<file path="config.mk">
export PLATFORM = sky130hd
export DESIGN_NAME = fpc_core
export DESIGN_NICKNAME = d
export VERILOG_FILES = /design/src/verilog/fpc_pkg.sv /design/src/verilog/fpc_cls_if.sv /design/src/verilog/fpc_core.sv /design/src/verilog/fpc_decode.sv
export SDC_FILE = /design/constraint.sdc
export NUM_CORES = 1
export LEC_CHECK = 0
export BUFFER_PORTS_ARGS = -buffer_cell sky130_fd_sc_hd__buf_2
export CORE_UTILIZATION = 25
export CTS_CLUSTER_DIAMETER = 40
export DETAILED_ROUTE_END_ITERATION = 7
export PLACE_DENSITY = 0.48
export SETUP_SLACK_MARGIN = 0.5
export SYNTH_ARGS = -nofsm -noshare
export SYNTH_HDL_FRONTEND = slang
export SYNTH_HIERARCHICAL = 1
export SYNTH_SLANG_ARGS = --single-unit
</file>
<file path="constraint.sdc">
create_clock -name CLOCK -period 5.5 [get_ports CLOCK]
set_input_delay 1.1 -clock CLOCK [delete_from_list [all_inputs] [get_ports CLOCK]]
set_output_delay 1.1 -clock CLOCK [all_outputs]
set_load 0.03 [all_outputs]
</file>
<file path="src/verilog/fpc_pkg.sv">
package fpc_pkg;
  localparam int EXP_W     = 8;
  localparam int FRAC_W    = 23;
  localparam int SIG_W     = FRAC_W + 1;
  localparam int WORD_W    = 1 + EXP_W + FRAC_W;
  localparam int SIGN_POS  = 31;
  localparam int EXP_HI    = 30;
  localparam int EXP_LO    = 23;
  localparam logic [EXP_W-1:0] EXP_MAX  = 8'hFF;
  localparam logic [EXP_W-1:0] EXP_NMIN = 8'h01;
  localparam logic [EXP_W-1:0] EXP_NMAX = 8'hFE;
  localparam logic [9:0]       BIAS     = 10'h07F;
  localparam logic [WORD_W-1:0] INDEF   = 32'hFFC00000;
  localparam int NREG      = 8;
  localparam int REG_IDX_W = 3;
  localparam int XFRAC_W   = 63;
  localparam logic [14:0]      XBIAS_ADJ = 15'h3F80;
  typedef enum logic [2:0] {
    CL_ZERO, CL_DENORM, CL_NORMAL, CL_INF, CL_QNAN, CL_SNAN, CL_INDEF
  } fpc_class_t;
  typedef enum logic [2:0] {
    OP_NOP, OP_LOAD, OP_CLASS, OP_COMPARE, OP_NORM, OP_STORE
  } fpc_op_t;
  typedef enum logic [1:0] {CMP_LT, CMP_EQ, CMP_GT, CMP_UN} fpc_cmp_t;
endpackage : fpc_pkg
</file>
<file path="src/verilog/fpc_cls_if.sv">
`timescale 1ns/1ps
`default_nettype none
interface fpc_cls_if;
  logic [31:0]         word;
  logic                sign;
  logic [7:0]          bexp;
  logic [23:0]         sig;
  fpc_pkg::fpc_class_t cls;
  modport dec (input word, output sign, output bexp, output sig, output cls);
  modport use_side (output word, input sign, input bexp, input sig, input cls);
endinterface : fpc_cls_if
`default_nettype wire

</file>
<file path="src/verilog/fpc_core.sv">
`timescale 1ns/1ps
`default_nettype none
module fpc_core (
  input  wire logic        CLOCK,
  input  wire logic        RESET_N,
  input  wire logic        OP_VALID,
  input  wire logic [2:0]  OP_CODE,
  input  wire logic [2:0]  OP_REG_A,
  input  wire logic [2:0]  OP_REG_B,
  input  wire logic [31:0] OP_WORD,
  input  wire logic        OP_SIGN,
  input  wire logic [9:0]  OP_EXP,
  input  wire logic [23:0] OP_SIG,
  input  wire logic        DENORM_MASK,
  input  wire logic        INVALID_MASK,
  output logic             BUSY,
  output logic             RES_VALID,
  output logic [31:0]      RES_WORD,
  output logic [2:0]       RES_CLASS,
  output logic [1:0]       RES_CMP,
  output logic [79:0]      RES_EXT,
  output logic             EXC_INVALID,
  output logic             EXC_DENORM,
  output logic             EXC_UNDERFLOW,
  output logic             EXC_OVERFLOW
);
  typedef struct packed {
    logic [fpc_pkg::NREG-1:0][31:0] regs;
    logic [2:0]  op;
    logic [2:0]  dst;
    logic        busy;
    logic        sign;
    logic [9:0]  exp;
    logic [23:0] sig;
    logic        sticky_zero;
    logic        rvalid;
    logic [31:0] rword;
    logic [2:0]  rclass;
    logic [1:0]  rcmp;
    logic [79:0] rext;
    logic        inv;
    logic        den;
    logic        unf;
    logic        ovf;
  } fpc_state_t;

  fpc_state_t s_q, s_d;
  fpc_cls_if ca ();
  fpc_cls_if cb ();
  fpc_decode u_dec_a (.c(ca.dec));
  fpc_decode u_dec_b (.c(cb.dec));

  // eight data registers, operands from decoder
  assign ca.word = (fpc_pkg::fpc_op_t'(OP_CODE) == fpc_pkg::OP_LOAD) ? OP_WORD
                                                                      : s_q.regs[OP_REG_A];
  assign cb.word = s_q.regs[OP_REG_B];

  logic a_nan, b_nan, a_snan, b_snan, a_den, b_den;
  assign a_nan    = (ca.cls == fpc_pkg::CL_QNAN) || (ca.cls == fpc_pkg::CL_SNAN)
                 || (ca.cls == fpc_pkg::CL_INDEF);
  assign b_nan    = (cb.cls == fpc_pkg::CL_QNAN) || (cb.cls == fpc_pkg::CL_SNAN)
                 || (cb.cls == fpc_pkg::CL_INDEF);
  assign a_snan   = (ca.cls == fpc_pkg::CL_SNAN);
  assign b_snan   = (cb.cls == fpc_pkg::CL_SNAN);
  assign a_den    = (ca.cls == fpc_pkg::CL_DENORM);
  assign b_den    = (cb.cls == fpc_pkg::CL_DENORM);

  // leading-zero count of the incoming significand, one bit per entry
  logic [4:0]  lz;
  logic [23:0] found;
  genvar gi;
  generate
    for (gi = 0; gi < fpc_pkg::SIG_W; gi = gi + 1) begin : g_lz
      if (gi == fpc_pkg::SIG_W - 1) begin : g_top
        assign found[gi] = OP_SIG[gi];
      end else begin : g_rest
        assign found[gi] = found[gi+1] | OP_SIG[gi];
      end
    end
  endgenerate
  always_comb begin
    lz = 5'h00;
    for (int k = 0; k < fpc_pkg::SIG_W; k++) begin
      if (!found[k]) lz = lz + 5'h01;
    end
  end

  // shift that lifts the top set fraction bit into the explicit integer bit
  logic [4:0] dlz;
  always_comb begin
    dlz = 5'h00;
    for (int k = 0; k < fpc_pkg::FRAC_W; k++) begin
      if (ca.sig[k]) dlz = 5'(fpc_pkg::FRAC_W - 1 - k);
    end
  end

  // affine compare magnitude keys; both zeros equal
  function automatic logic [1:0] cmp_fn(input logic [31:0] a, input logic [31:0] b);
    logic        az;
    logic        bz;
    logic [31:0] ka;
    logic [31:0] kb;
    az = (a[30:0] == 31'h00000000);
    bz = (b[30:0] == 31'h00000000);
    ka = a[31] ? ~a : (a | 32'h80000000);
    kb = b[31] ? ~b : (b | 32'h80000000);
    if (az && bz) cmp_fn = fpc_pkg::CMP_EQ;
    else if (ka < kb) cmp_fn = fpc_pkg::CMP_LT;
    else if (ka > kb) cmp_fn = fpc_pkg::CMP_GT;
    else cmp_fn = fpc_pkg::CMP_EQ;
  endfunction : cmp_fn

  always_comb begin
    logic [9:0]  e_n;
    logic [23:0] m_n;
    e_n = 10'h000;
    m_n = 24'h000000;
    s_d = s_q;
    s_d.rvalid = 1'b0;
    case (s_q.busy)
      1'b0: begin
        if (OP_VALID) begin
          s_d.op     = OP_CODE;
          s_d.dst    = OP_REG_A;
          s_d.rclass = ca.cls;
          s_d.rcmp   = fpc_pkg::CMP_EQ;
          s_d.rword  = ca.word;
          s_d.inv    = 1'b0;
          s_d.den    = 1'b0;
          s_d.unf    = 1'b0;
          s_d.ovf    = 1'b0;
          case (fpc_pkg::fpc_op_t'(OP_CODE))
            fpc_pkg::OP_LOAD: begin
              s_d.regs[OP_REG_A] = OP_WORD;
              s_d.den = a_den;
              if (a_den && DENORM_MASK) begin
                s_d.rext = {ca.sign, 15'(fpc_pkg::XBIAS_ADJ - 15'(dlz)),
                            64'({ca.sig[22:0], 41'h0} << dlz)};
              end else if (ca.cls == fpc_pkg::CL_NORMAL) begin
                s_d.rext = {ca.sign, 15'(15'(ca.bexp) + fpc_pkg::XBIAS_ADJ),
                            1'b1, ca.sig[22:0], 40'h0};
              end else begin
                s_d.rext = {ca.sign, {15{ca.bexp == fpc_pkg::EXP_MAX}},
                            (ca.bexp == fpc_pkg::EXP_MAX), ca.sig[22:0], 40'h0};
              end
              s_d.rvalid = 1'b1;
            end
            fpc_pkg::OP_CLASS: begin
              s_d.rvalid = 1'b1;
            end
            fpc_pkg::OP_COMPARE: begin
              s_d.rcmp = (a_nan || b_nan) ? fpc_pkg::CMP_UN : cmp_fn(ca.word, cb.word);
              s_d.inv  = a_snan || b_snan;
              s_d.den  = a_den || b_den;
              s_d.rvalid = 1'b1;
            end
            fpc_pkg::OP_NORM: begin
              // old result stands until the normalized word is ready
              s_d.rword  = s_q.rword;
              s_d.rclass = s_q.rclass;
              s_d.rcmp   = s_q.rcmp;
              s_d.sign = OP_SIGN;
              s_d.sticky_zero = 1'b0;
              if (OP_SIG == 24'h000000) begin
                s_d.exp = 10'h000;
                s_d.sig = 24'h000000;
              end else begin
                s_d.sig = OP_SIG << lz;
                s_d.exp = OP_EXP - 10'(lz);
              end
              s_d.busy = 1'b1;
            end
            fpc_pkg::OP_STORE: begin
              s_d.rvalid = 1'b1;
            end
            default: begin
              // nop and unused codes leave every result field untouched
              s_d        = s_q;
              s_d.rvalid = 1'b0;
            end
          endcase
        end
      end
      default: begin
        // exponent is biased and signed in 10 bits; negative means below one
        if (s_q.exp[9] || s_q.exp == 10'h000) begin
          if (s_q.sig == 24'h000000) s_d.exp = 10'h001;
          else begin
            s_d.sig = s_q.sig >> 1;
            s_d.exp = s_q.exp + 10'h001;
          end
        end else begin
          e_n = s_q.exp;
          m_n = s_q.sig;
          s_d.busy   = 1'b0;
          s_d.rvalid = 1'b1;
          s_d.unf    = 1'b0;
          if (!e_n[9] && e_n > 10'(fpc_pkg::EXP_NMAX)) begin
            // overflow to signed infinity; overflow has no mask, so the result is always inf
            s_d.ovf    = 1'b1;
            s_d.rword  = {s_q.sign, fpc_pkg::EXP_MAX, 23'h000000};
            s_d.rclass = fpc_pkg::CL_INF;
          end else if (m_n == 24'h000000) begin
            s_d.rword  = {s_q.sign, 31'h00000000};
            s_d.rclass = fpc_pkg::CL_ZERO;
          end else if (!m_n[23]) begin
            s_d.unf    = 1'b1;
            s_d.rword  = {s_q.sign, 8'h00, m_n[22:0]};
            s_d.rclass = fpc_pkg::CL_DENORM;
          end else begin
            s_d.rword  = {s_q.sign, e_n[7:0], m_n[22:0]};
            s_d.rclass = fpc_pkg::CL_NORMAL;
          end
        end
      end
    endcase
    // masked invalid returns indefinite
    // only on a fresh result; a stale flag must not rewrite held data
    if (s_d.inv && INVALID_MASK && s_d.rvalid) begin
      s_d.rword  = fpc_pkg::INDEF;
      s_d.rclass = fpc_pkg::CL_INDEF;
    end
    // normalized word back into its register
    if (s_q.op == 3'(fpc_pkg::OP_NORM) && s_d.rvalid && s_q.busy) begin
      s_d.regs[s_q.dst] = s_d.rword;
    end
  end

  always_ff @(posedge CLOCK or negedge RESET_N) begin
    if (!RESET_N) s_q <= '0;
    else s_q <= s_d;
  end

  assign BUSY          = s_q.busy;
  assign RES_VALID     = s_q.rvalid;
  assign RES_WORD      = s_q.rword;
  assign RES_CLASS     = s_q.rclass;
  assign RES_CMP       = s_q.rcmp;
  assign RES_EXT       = s_q.rext;
  assign EXC_INVALID   = s_q.rvalid & s_q.inv;
  assign EXC_DENORM    = s_q.rvalid & s_q.den;
  assign EXC_UNDERFLOW = s_q.rvalid & s_q.unf;
  assign EXC_OVERFLOW  = s_q.rvalid & s_q.ovf;

  AST_UNF_DENORM: assert property (@(posedge CLOCK) disable iff (!RESET_N)
    EXC_UNDERFLOW |-> (RES_WORD[30:23] == 8'h00 && RES_WORD[22:0] != 23'h000000))
    else $error("underflow without denormal result");
  AST_OVF_INF: assert property (@(posedge CLOCK) disable iff (!RESET_N)
    EXC_OVERFLOW |-> (RES_WORD[30:0] == 31'h7F800000))
    else $error("overflow result not infinity");
  AST_NORM_DONE: assert property (@(posedge CLOCK) disable iff (!RESET_N)
    (!BUSY && OP_VALID && OP_CODE == 3'(fpc_pkg::OP_NORM)) |-> ##[1:160] RES_VALID)
    else $error("normalize did not finish");
  AST_SNAN_INV: assert property (@(posedge CLOCK) disable iff (!RESET_N)
    (!BUSY && OP_VALID && OP_CODE == 3'(fpc_pkg::OP_COMPARE) && (a_snan || b_snan))
    |=> EXC_INVALID)
    else $error("signalling operand not invalid");
  AST_QNAN_QUIET: assert property (@(posedge CLOCK) disable iff (!RESET_N)
    (!BUSY && OP_VALID && OP_CODE == 3'(fpc_pkg::OP_COMPARE) && !a_snan && !b_snan)
    |=> !EXC_INVALID)
    else $error("quiet operands raised invalid");
  AST_DEN_SRC: assert property (@(posedge CLOCK) disable iff (!RESET_N)
    (!BUSY && OP_VALID && OP_CODE == 3'(fpc_pkg::OP_LOAD) && a_den) |=> EXC_DENORM)
    else $error("denormal operand not flagged");
  AST_ZERO_EQ: assert property (@(posedge CLOCK) disable iff (!RESET_N)
    (!BUSY && OP_VALID && OP_CODE == 3'(fpc_pkg::OP_COMPARE)
     && ca.cls == fpc_pkg::CL_ZERO && cb.cls == fpc_pkg::CL_ZERO)
    |=> RES_CMP == fpc_pkg::CMP_EQ)
    else $error("signed zeros not equal");
  AST_INF_CLASS: assert property (@(posedge CLOCK) disable iff (!RESET_N)
    (RES_VALID && RES_CLASS == 3'(fpc_pkg::CL_INF)) |-> RES_WORD[30:0] == 31'h7F800000)
    else $error("infinity encoding wrong");
  AST_NORM_MSB: assert property (@(posedge CLOCK) disable iff (!RESET_N)
    (RES_VALID && RES_CLASS == 3'(fpc_pkg::CL_NORMAL) && $past(BUSY))
    |-> RES_WORD[30:23] != 8'h00)
    else $error("normal result with zero exponent");
  AST_WORD_HOLD: assert property (@(posedge CLOCK) disable iff (!RESET_N)
    !RES_VALID |-> $stable(RES_WORD))
    else $error("result word changed without a result");
endmodule : fpc_core
`default_nettype wire

</file>
<file path="src/verilog/fpc_decode.sv">
`timescale 1ns/1ps
`default_nettype none
module fpc_decode (
  fpc_cls_if.dec c
);
  logic [fpc_pkg::EXP_W-1:0]  e;
  logic [fpc_pkg::FRAC_W-1:0] f;
  assign e = c.word[fpc_pkg::EXP_HI:fpc_pkg::EXP_LO];
  assign f = c.word[fpc_pkg::FRAC_W-1:0];
  assign c.sign = c.word[fpc_pkg::SIGN_POS];
  assign c.bexp = e;
  // implied integer bit, zero for denormals
  assign c.sig = {(e != 8'h00), f};
  always_comb begin
    if (c.word == fpc_pkg::INDEF) begin
      c.cls = fpc_pkg::CL_INDEF;
    end else if (e == fpc_pkg::EXP_MAX) begin
      if (f == 23'h000000) c.cls = fpc_pkg::CL_INF;
      else if (f[fpc_pkg::FRAC_W-1]) c.cls = fpc_pkg::CL_QNAN;
      else c.cls = fpc_pkg::CL_SNAN;
    end else if (e == 8'h00) begin
      c.cls = (f == 23'h000000) ? fpc_pkg::CL_ZERO : fpc_pkg::CL_DENORM;
    end else begin
      c.cls = fpc_pkg::CL_NORMAL;
    end
  end
endmodule : fpc_decode
`default_nettype wire

</file>
## After elaboration in Yosys (flattened, before gate mapping)

Index checks and enable logic that the tools add are counted.

- Register bits after elaboration: 420
- Logic and storage cells: 274

- Add/subtract/negate cells: 27
- $lt $le $gt $ge: 8
- Eq/ne operators: 24
- Shift-type cells: 2
- Muxes and demuxes: 111
- Bitwise operators: 30
- Reduce and logical (&&, ||, !) cells: 49

Operator list:

| kind | number |
|---|---|
| 256-bit bitwise mux | 2 |
| 256-bit two-way mux | 2 |
| 421-bit two-way mux | 1 |
| 262-bit two-way mux | 1 |
| 5-bit two-way mux | 46 |
| 32-bit two-way mux | 7 |
| 34-bit two-way mux | 6 |
| 32-bit binary-select mux with 3-bit select | 2 |
| 32-bit demux with 3-bit select | 2 |
| 79-bit two-way mux | 2 |
| 5-bit by 1-bit adder with 5-bit output (second input constant) | 23 |
| 80-bit two-way mux | 1 |
| 36-bit two-way mux | 2 |
| 35-bit two-way mux | 2 |
| 32-bit equality test (second input constant) | 2 |
| 32-bit inverter | 2 |
| 64-bit by 5-bit left shift with 64-bit output | 1 |
| 31-bit zero test | 2 |
| 24-bit zero test | 2 |
| 23-bit zero test | 2 |
| 37-bit two-way mux | 1 |
| 32-bit greater-than comparator | 1 |
| 32-bit < comparator | 1 |
| 3-bit equality test (second input constant) | 9 |
| other kinds (38) | 129 |

## Longest topological paths before layout

- Depth after elaboration: 80
- Gate-level depth with buffers: 61
- Gate-level depth less buffers: 56

## By module

The synthesis kept the hierarchy.

By module, submodules not included:

| module | times used | cells each | area an instance (sq um) |
|---|---|---|---|
| fpc_core | 1 | 3,410 | 29,527.1 |
| fpc_decode | 2 | 53 | 381.6 |

## Worst setup path before layout

Ideal clock, no wire load.

- Path type: input to register
- Start point: input OP_SIG[21]
- End point: register s_q[155] (netlist name)
- Setup time: 0.121 ns
- Arrival time: 12.610 ns
- Path slack: -7.231 ns
- Stages on the path: 61
- Path buffers: 5
- Cell sequence: buf_4 nor4_4 nand2_2 or3_4 or3_1 buf_2 or2_1 clkbuf_1 or3_1 buf_2 nor2_4 nand2_1 or3_1 nor2_1 ha_1 xor2_1 nor3_1 ha_1 [25 not listed] and2_1 ha_1 clkbuf_1 inv_1 nand2_1 or3_1 a41o_1 a31oi_1 clkinv_1 ha_1 nor2b_1 o21ai_0 nand2b_1 a211o_1 nor3_1 xnor2_1 o32ai_1 a22o_1

- Word-level cells in the longest chain between the ends: 74
- Elaborated cells on any way between the ends: 75

RTL lines:

| what | RTL line | text |
|---|---|---|
| start: declaration | fpc_core.sv:13 | `input wire logic [23:0] OP_SIG,` |
| 1-bit bitwise OR (22 in a row) | fpc_core.sv:77 | `assign found[gi] = found[gi+1] \| OP_SIG[gi];` |
| 1-bit two-way mux | fpc_core.sv:84 | `if (!found[k]) lz = lz + 5'h01;` |
| 5-bit by 1-bit adder with 5-bit output | fpc_core.sv:84 |  |
| 5-bit two-way mux | fpc_core.sv:84 |  |
| 5-bit by 1-bit adder with 5-bit output | fpc_core.sv:84 |  |
| 5-bit two-way mux | fpc_core.sv:84 |  |
| 5-bit by 1-bit adder with 5-bit output | fpc_core.sv:84 |  |
| 5-bit two-way mux | fpc_core.sv:84 |  |
| [37 not listed] | n/a |  |
| 5-bit two-way mux | fpc_core.sv:84 |  |
| 5-bit by 1-bit adder with 5-bit output | fpc_core.sv:84 |  |
| 5-bit two-way mux | fpc_core.sv:84 |  |
| 10-bit by 5-bit subtractor with 10-bit output | fpc_core.sv:169 | `s_d.exp = OP_EXP - 10'(lz);` |
| 34-bit two-way mux * | fpc_core.sv:164 | `if (OP_SIG == 24'h000000) begin` |
| 37-bit two-way mux * | fpc_core.sv:132 | `case (fpc_pkg::fpc_op_t'(OP_CODE))` |
| 421-bit two-way mux * | fpc_core.sv:122 | `if (OP_VALID) begin` |
| 34-bit two-way mux * | fpc_core.sv:120 | `case (s_q.busy)` |
| end signal: assignment | fpc_core.sv:230 | `if (!RESET_N) s_q <= '0;` |
| end signal: assignment | fpc_core.sv:231 | `else s_q <= s_d;` |
| end: declaration | fpc_core.sv:47 | `fpc_state_t s_q, s_d;` |

Every way passes the cells marked *; elsewhere a longest branch is shown, timed or not. The select of a mux whose other input is x is not followed.
A chain may end at the register's enable or synchronous reset.

## Worst setup path in the final report

- Start point: input OP_SIG[23]
- End point: register s_q[155] (netlist name)

- Word-level cells in the longest chain between the ends: 75
- Elaborated cells on any way between the ends: 76

RTL lines:

| what | RTL line |
|---|---|
| 1-bit bitwise OR (23 in a row) | fpc_core.sv:77 |
| 1-bit two-way mux | fpc_core.sv:84 |
| 5-bit by 1-bit adder with 5-bit output | fpc_core.sv:84 |
| 5-bit two-way mux | fpc_core.sv:84 |
| 5-bit by 1-bit adder with 5-bit output | fpc_core.sv:84 |
| 5-bit two-way mux | fpc_core.sv:84 |
| 5-bit by 1-bit adder with 5-bit output | fpc_core.sv:84 |
| 5-bit two-way mux | fpc_core.sv:84 |
| [37 not listed] | n/a |
| 5-bit two-way mux | fpc_core.sv:84 |
| 5-bit by 1-bit adder with 5-bit output | fpc_core.sv:84 |
| 5-bit two-way mux | fpc_core.sv:84 |
| 10-bit by 5-bit subtractor with 10-bit output | fpc_core.sv:169 |
| 34-bit two-way mux * | fpc_core.sv:164 |
| 37-bit two-way mux * | fpc_core.sv:132 |
| 421-bit two-way mux * | fpc_core.sv:122 |
| 34-bit two-way mux * | fpc_core.sv:120 |

Marked as above.

==> impl_results.md <==
* Outcome: finished with violations
* Failing checks: negative setup slack
* Max Cap Viol at 0
* Die Wd at between 300 and 400 microns
* Initial DRC count at approximately 2300
* Most used cell, CP: ha_4
* NumNets Final at between 4000 and 5000
* CTS Root Cell: clkbuf_16
* Gr ovfl total at 0
* Total CTS buffers at 85
* H-Tree Depth at 3
* Area Growth Syn to Fin at 35.9%
* Detailed Route WL at 123000 microns
* Cts hold-fix bufs at 0
* Crit path capture type: flop
* Global-route wire length before repair at approximately 180000 microns
* RSZ-0062 raised after global routing: yes
* Vias at 28643
* Slew Limit Fails at 0
* Max Freq at 0.0875 GHz
* Post-route minimum period at ~11 ns
* Worst hold path class: flop to flop
* Die area at about 0.12 sq mm
* Rows at between 100 and 150
* Post-Syn Instances at about 3500
* Maximum vdd ir drop at roughly 0.27 mV
* Non-filler cells, final at between 5000 and 6000
* Synth Warn # at 6
* Dpl hpwl at around 90000 microns
* Largest net degree at the start of global routing at approximately 120
* Setup WS pre-CTS at -6.90 ns
* Post-Syn Area at 0.0301 sq mm
* CP top delay family: simple AND/OR/NAND/NOR gates
* Min setup slack post-route at -5.93 ns
* WP data arrival at approximately 12 ns
* Fraction of layout cells with a size suffix above 1 at 0.323
* Clk slew on worst S/H paths at about 0.050 ns
* Crit path required time at between 6 and 7 ns
* I/O pin cnt at 204
* Clk buf depth at 3
* Post-DRT Antenna Nets at 0
* Via-to-Cell Ratio at a little over 5
* Dpl cells at 5474
* Initial Util at 0.253
* Setup CP Type: input pin to flop
* Cell leakage power at 18.4 nW
* Final clock skew at around 0.044 ns
* Port bufs at about 160
* Max_slew headroom at 0.331
* DRC Markers at 0
* # setup viols final at 33
* Initial antenna violation count at 20
* Critical path startpoint category: input pin
* Mean Syn Cell Area at approximately 8.6 sq um
* CP max stage cell: or4_1
* Final Hold Fails at 0
* Die H at about 350 microns
* Pre-antenna DRT Iters at 5
* Worst skew pair latency at ~0.65 ns
* Core outline area at roughly 0.12 sq mm
* CTS Sinks at 375
* Pwr/cell area at ~500 mW/mm^2
* Buf/Inv on CP at 2
* Crit-path max cell delay at 0.47 ns
* WHS at approximately 0.48 ns
* Final TNS setup at -182.69 ns
* Vias in the first global route at about 28000
* Per-cell routed wire length at between 20 and 25 microns
* CP max FO at 4
* CTS tree: done
* RePlAce Congestion at 0.901
* Crit share post-route at 2.08
* Worst-margin pin slew at 0.996 ns
* GR Util All Layers at 0.198
## final timing paths
path | startpoint | cells past startpoint | slack [ns] | end
hold reg to reg | RES_EXT[50] | 2 | 0.48 | RES_EXT[50]
setup / recovery | OP_SIG[23] | 55 | -5.93 | s_q[155]
min in group asynchronous | RESET_N | 1 | 0.54 | s_q[382]
hold / removal | RES_EXT[50] | 2 | 0.48 | RES_EXT[50]
setup reg to reg | s_q[197] | 25 | 1.03 | RES_EXT[62]
max in group asynchronous | RESET_N | 2 | 3.73 | s_q[130]
## report_power, final
| group | internal [mW] | leakage (nW) | total (mW) | switching (mW) |
|---|---|---|---|---|
| Clock | 3.61 | 1.46 | 5.38 | 1.77 |
| Sequential | 3.90 | 4.62 | 5.05 | 1.15 |
| Combinational | 4.48 | 12.3 | 9.81 | 5.33 |
## final cells by class
cell class | instances | area (sq um)
repair buffers | 817 | 6640
multi-input cells | 2635 | 19400
well taps | 1600 | 2000
flip-flops and latches | 375 | 9380
diodes | 2 | 5.00
fillers | 12225 | 77700
clock inverters | 48 | 674
inverters | 98 | 385
clock buffers | 105 | 2320
## worst reg2reg max path, cell delays in order (launching register included)
cell and delay (ns):
dfrtp_1 0.39, mux2_4 0.27, a22oi_1 0.17, o22ai_1 0.11
or3_4 0.35, o21ai_4 0.10, inv_2 0.07, a211oi_2 0.20
nor3_2 0.06, nor3_2 0.22, nor3_2 0.07, nor3_2 0.17
nor3_1 0.07, nor3_1 0.24, nor3_2 0.08, o31ai_4 0.22
buf_12 0.15, buf_12 0.11, buf_4 0.10, mux2i_1 0.22
mux2i_1 0.13, o2bb2ai_1 0.20, a221oi_2 0.28, nor2_1 0.06
a21oi_1 0.17, o21ai_0 0.09
## metal layers
metal | track usage | part of all wire | vias to the layer above
li1 | - | - | 13453
met2 | 0.326 | 0.47 | 896
met1 | 0.262 | 0.44 | 14039
met5 | 0 | 0.0012 | -
met4 | 0.0600 | 0.028 | 24
met3 | 0.0354 | 0.061 | 231
## cells in the final DEF (no fill, tap or decap), types with 25 or more instances in the layout
master / n
buf_4: 574
mux2i_1: 370
nor3_1: 40
inv_1: 89
o22ai_1: 49
nand3_1: 41
a21oi_1: 335
o21ai_0: 144
nor4_1: 40
clkbuf_16: 88
nand4_1: 37
nor2_1: 441
nor2b_1: 25
conb_1: 40
ha_1: 54
a22oi_1: 46
o211ai_1: 27
buf_12: 56
mux2_2: 74
xnor2_1: 80
dfrtp_1: 375
a31oi_1: 26
buf_2: 155
buf_6: 25
mux4_2: 77
nand2_1: 217
o21ai_1: 30
## metrics by stage
step	cell area [sq um]	power (mW)	util
2_1_floorplan	30800	10.7	-
3_3_place_gp	36600	14.5	0.309
3_5_place_dp	36600	14.6	0.309
4_1_cts	39900	20.0	0.337
5_1_grt	40800	21.3	0.344
6_report	40800	20.2	0.345
## flip-flops by register name, indices dropped and copies added (netlist names)
name,flops
RES_EXT,35
s_q,301
RES_CMP,2
RES_CLASS,3
RES_WORD,32
BUSY,1
RES_VALID,1
## what timing repair did
action | in CTS | in global routing
gates cloned | 0 | 2
setup buffers | 17 | 32
pin swaps | 18 | 41
endpoints found under the setup margin | 64 | 333
resized for setup | 42 | 126
Note: power is estimated with default switching activity, not from simulation.
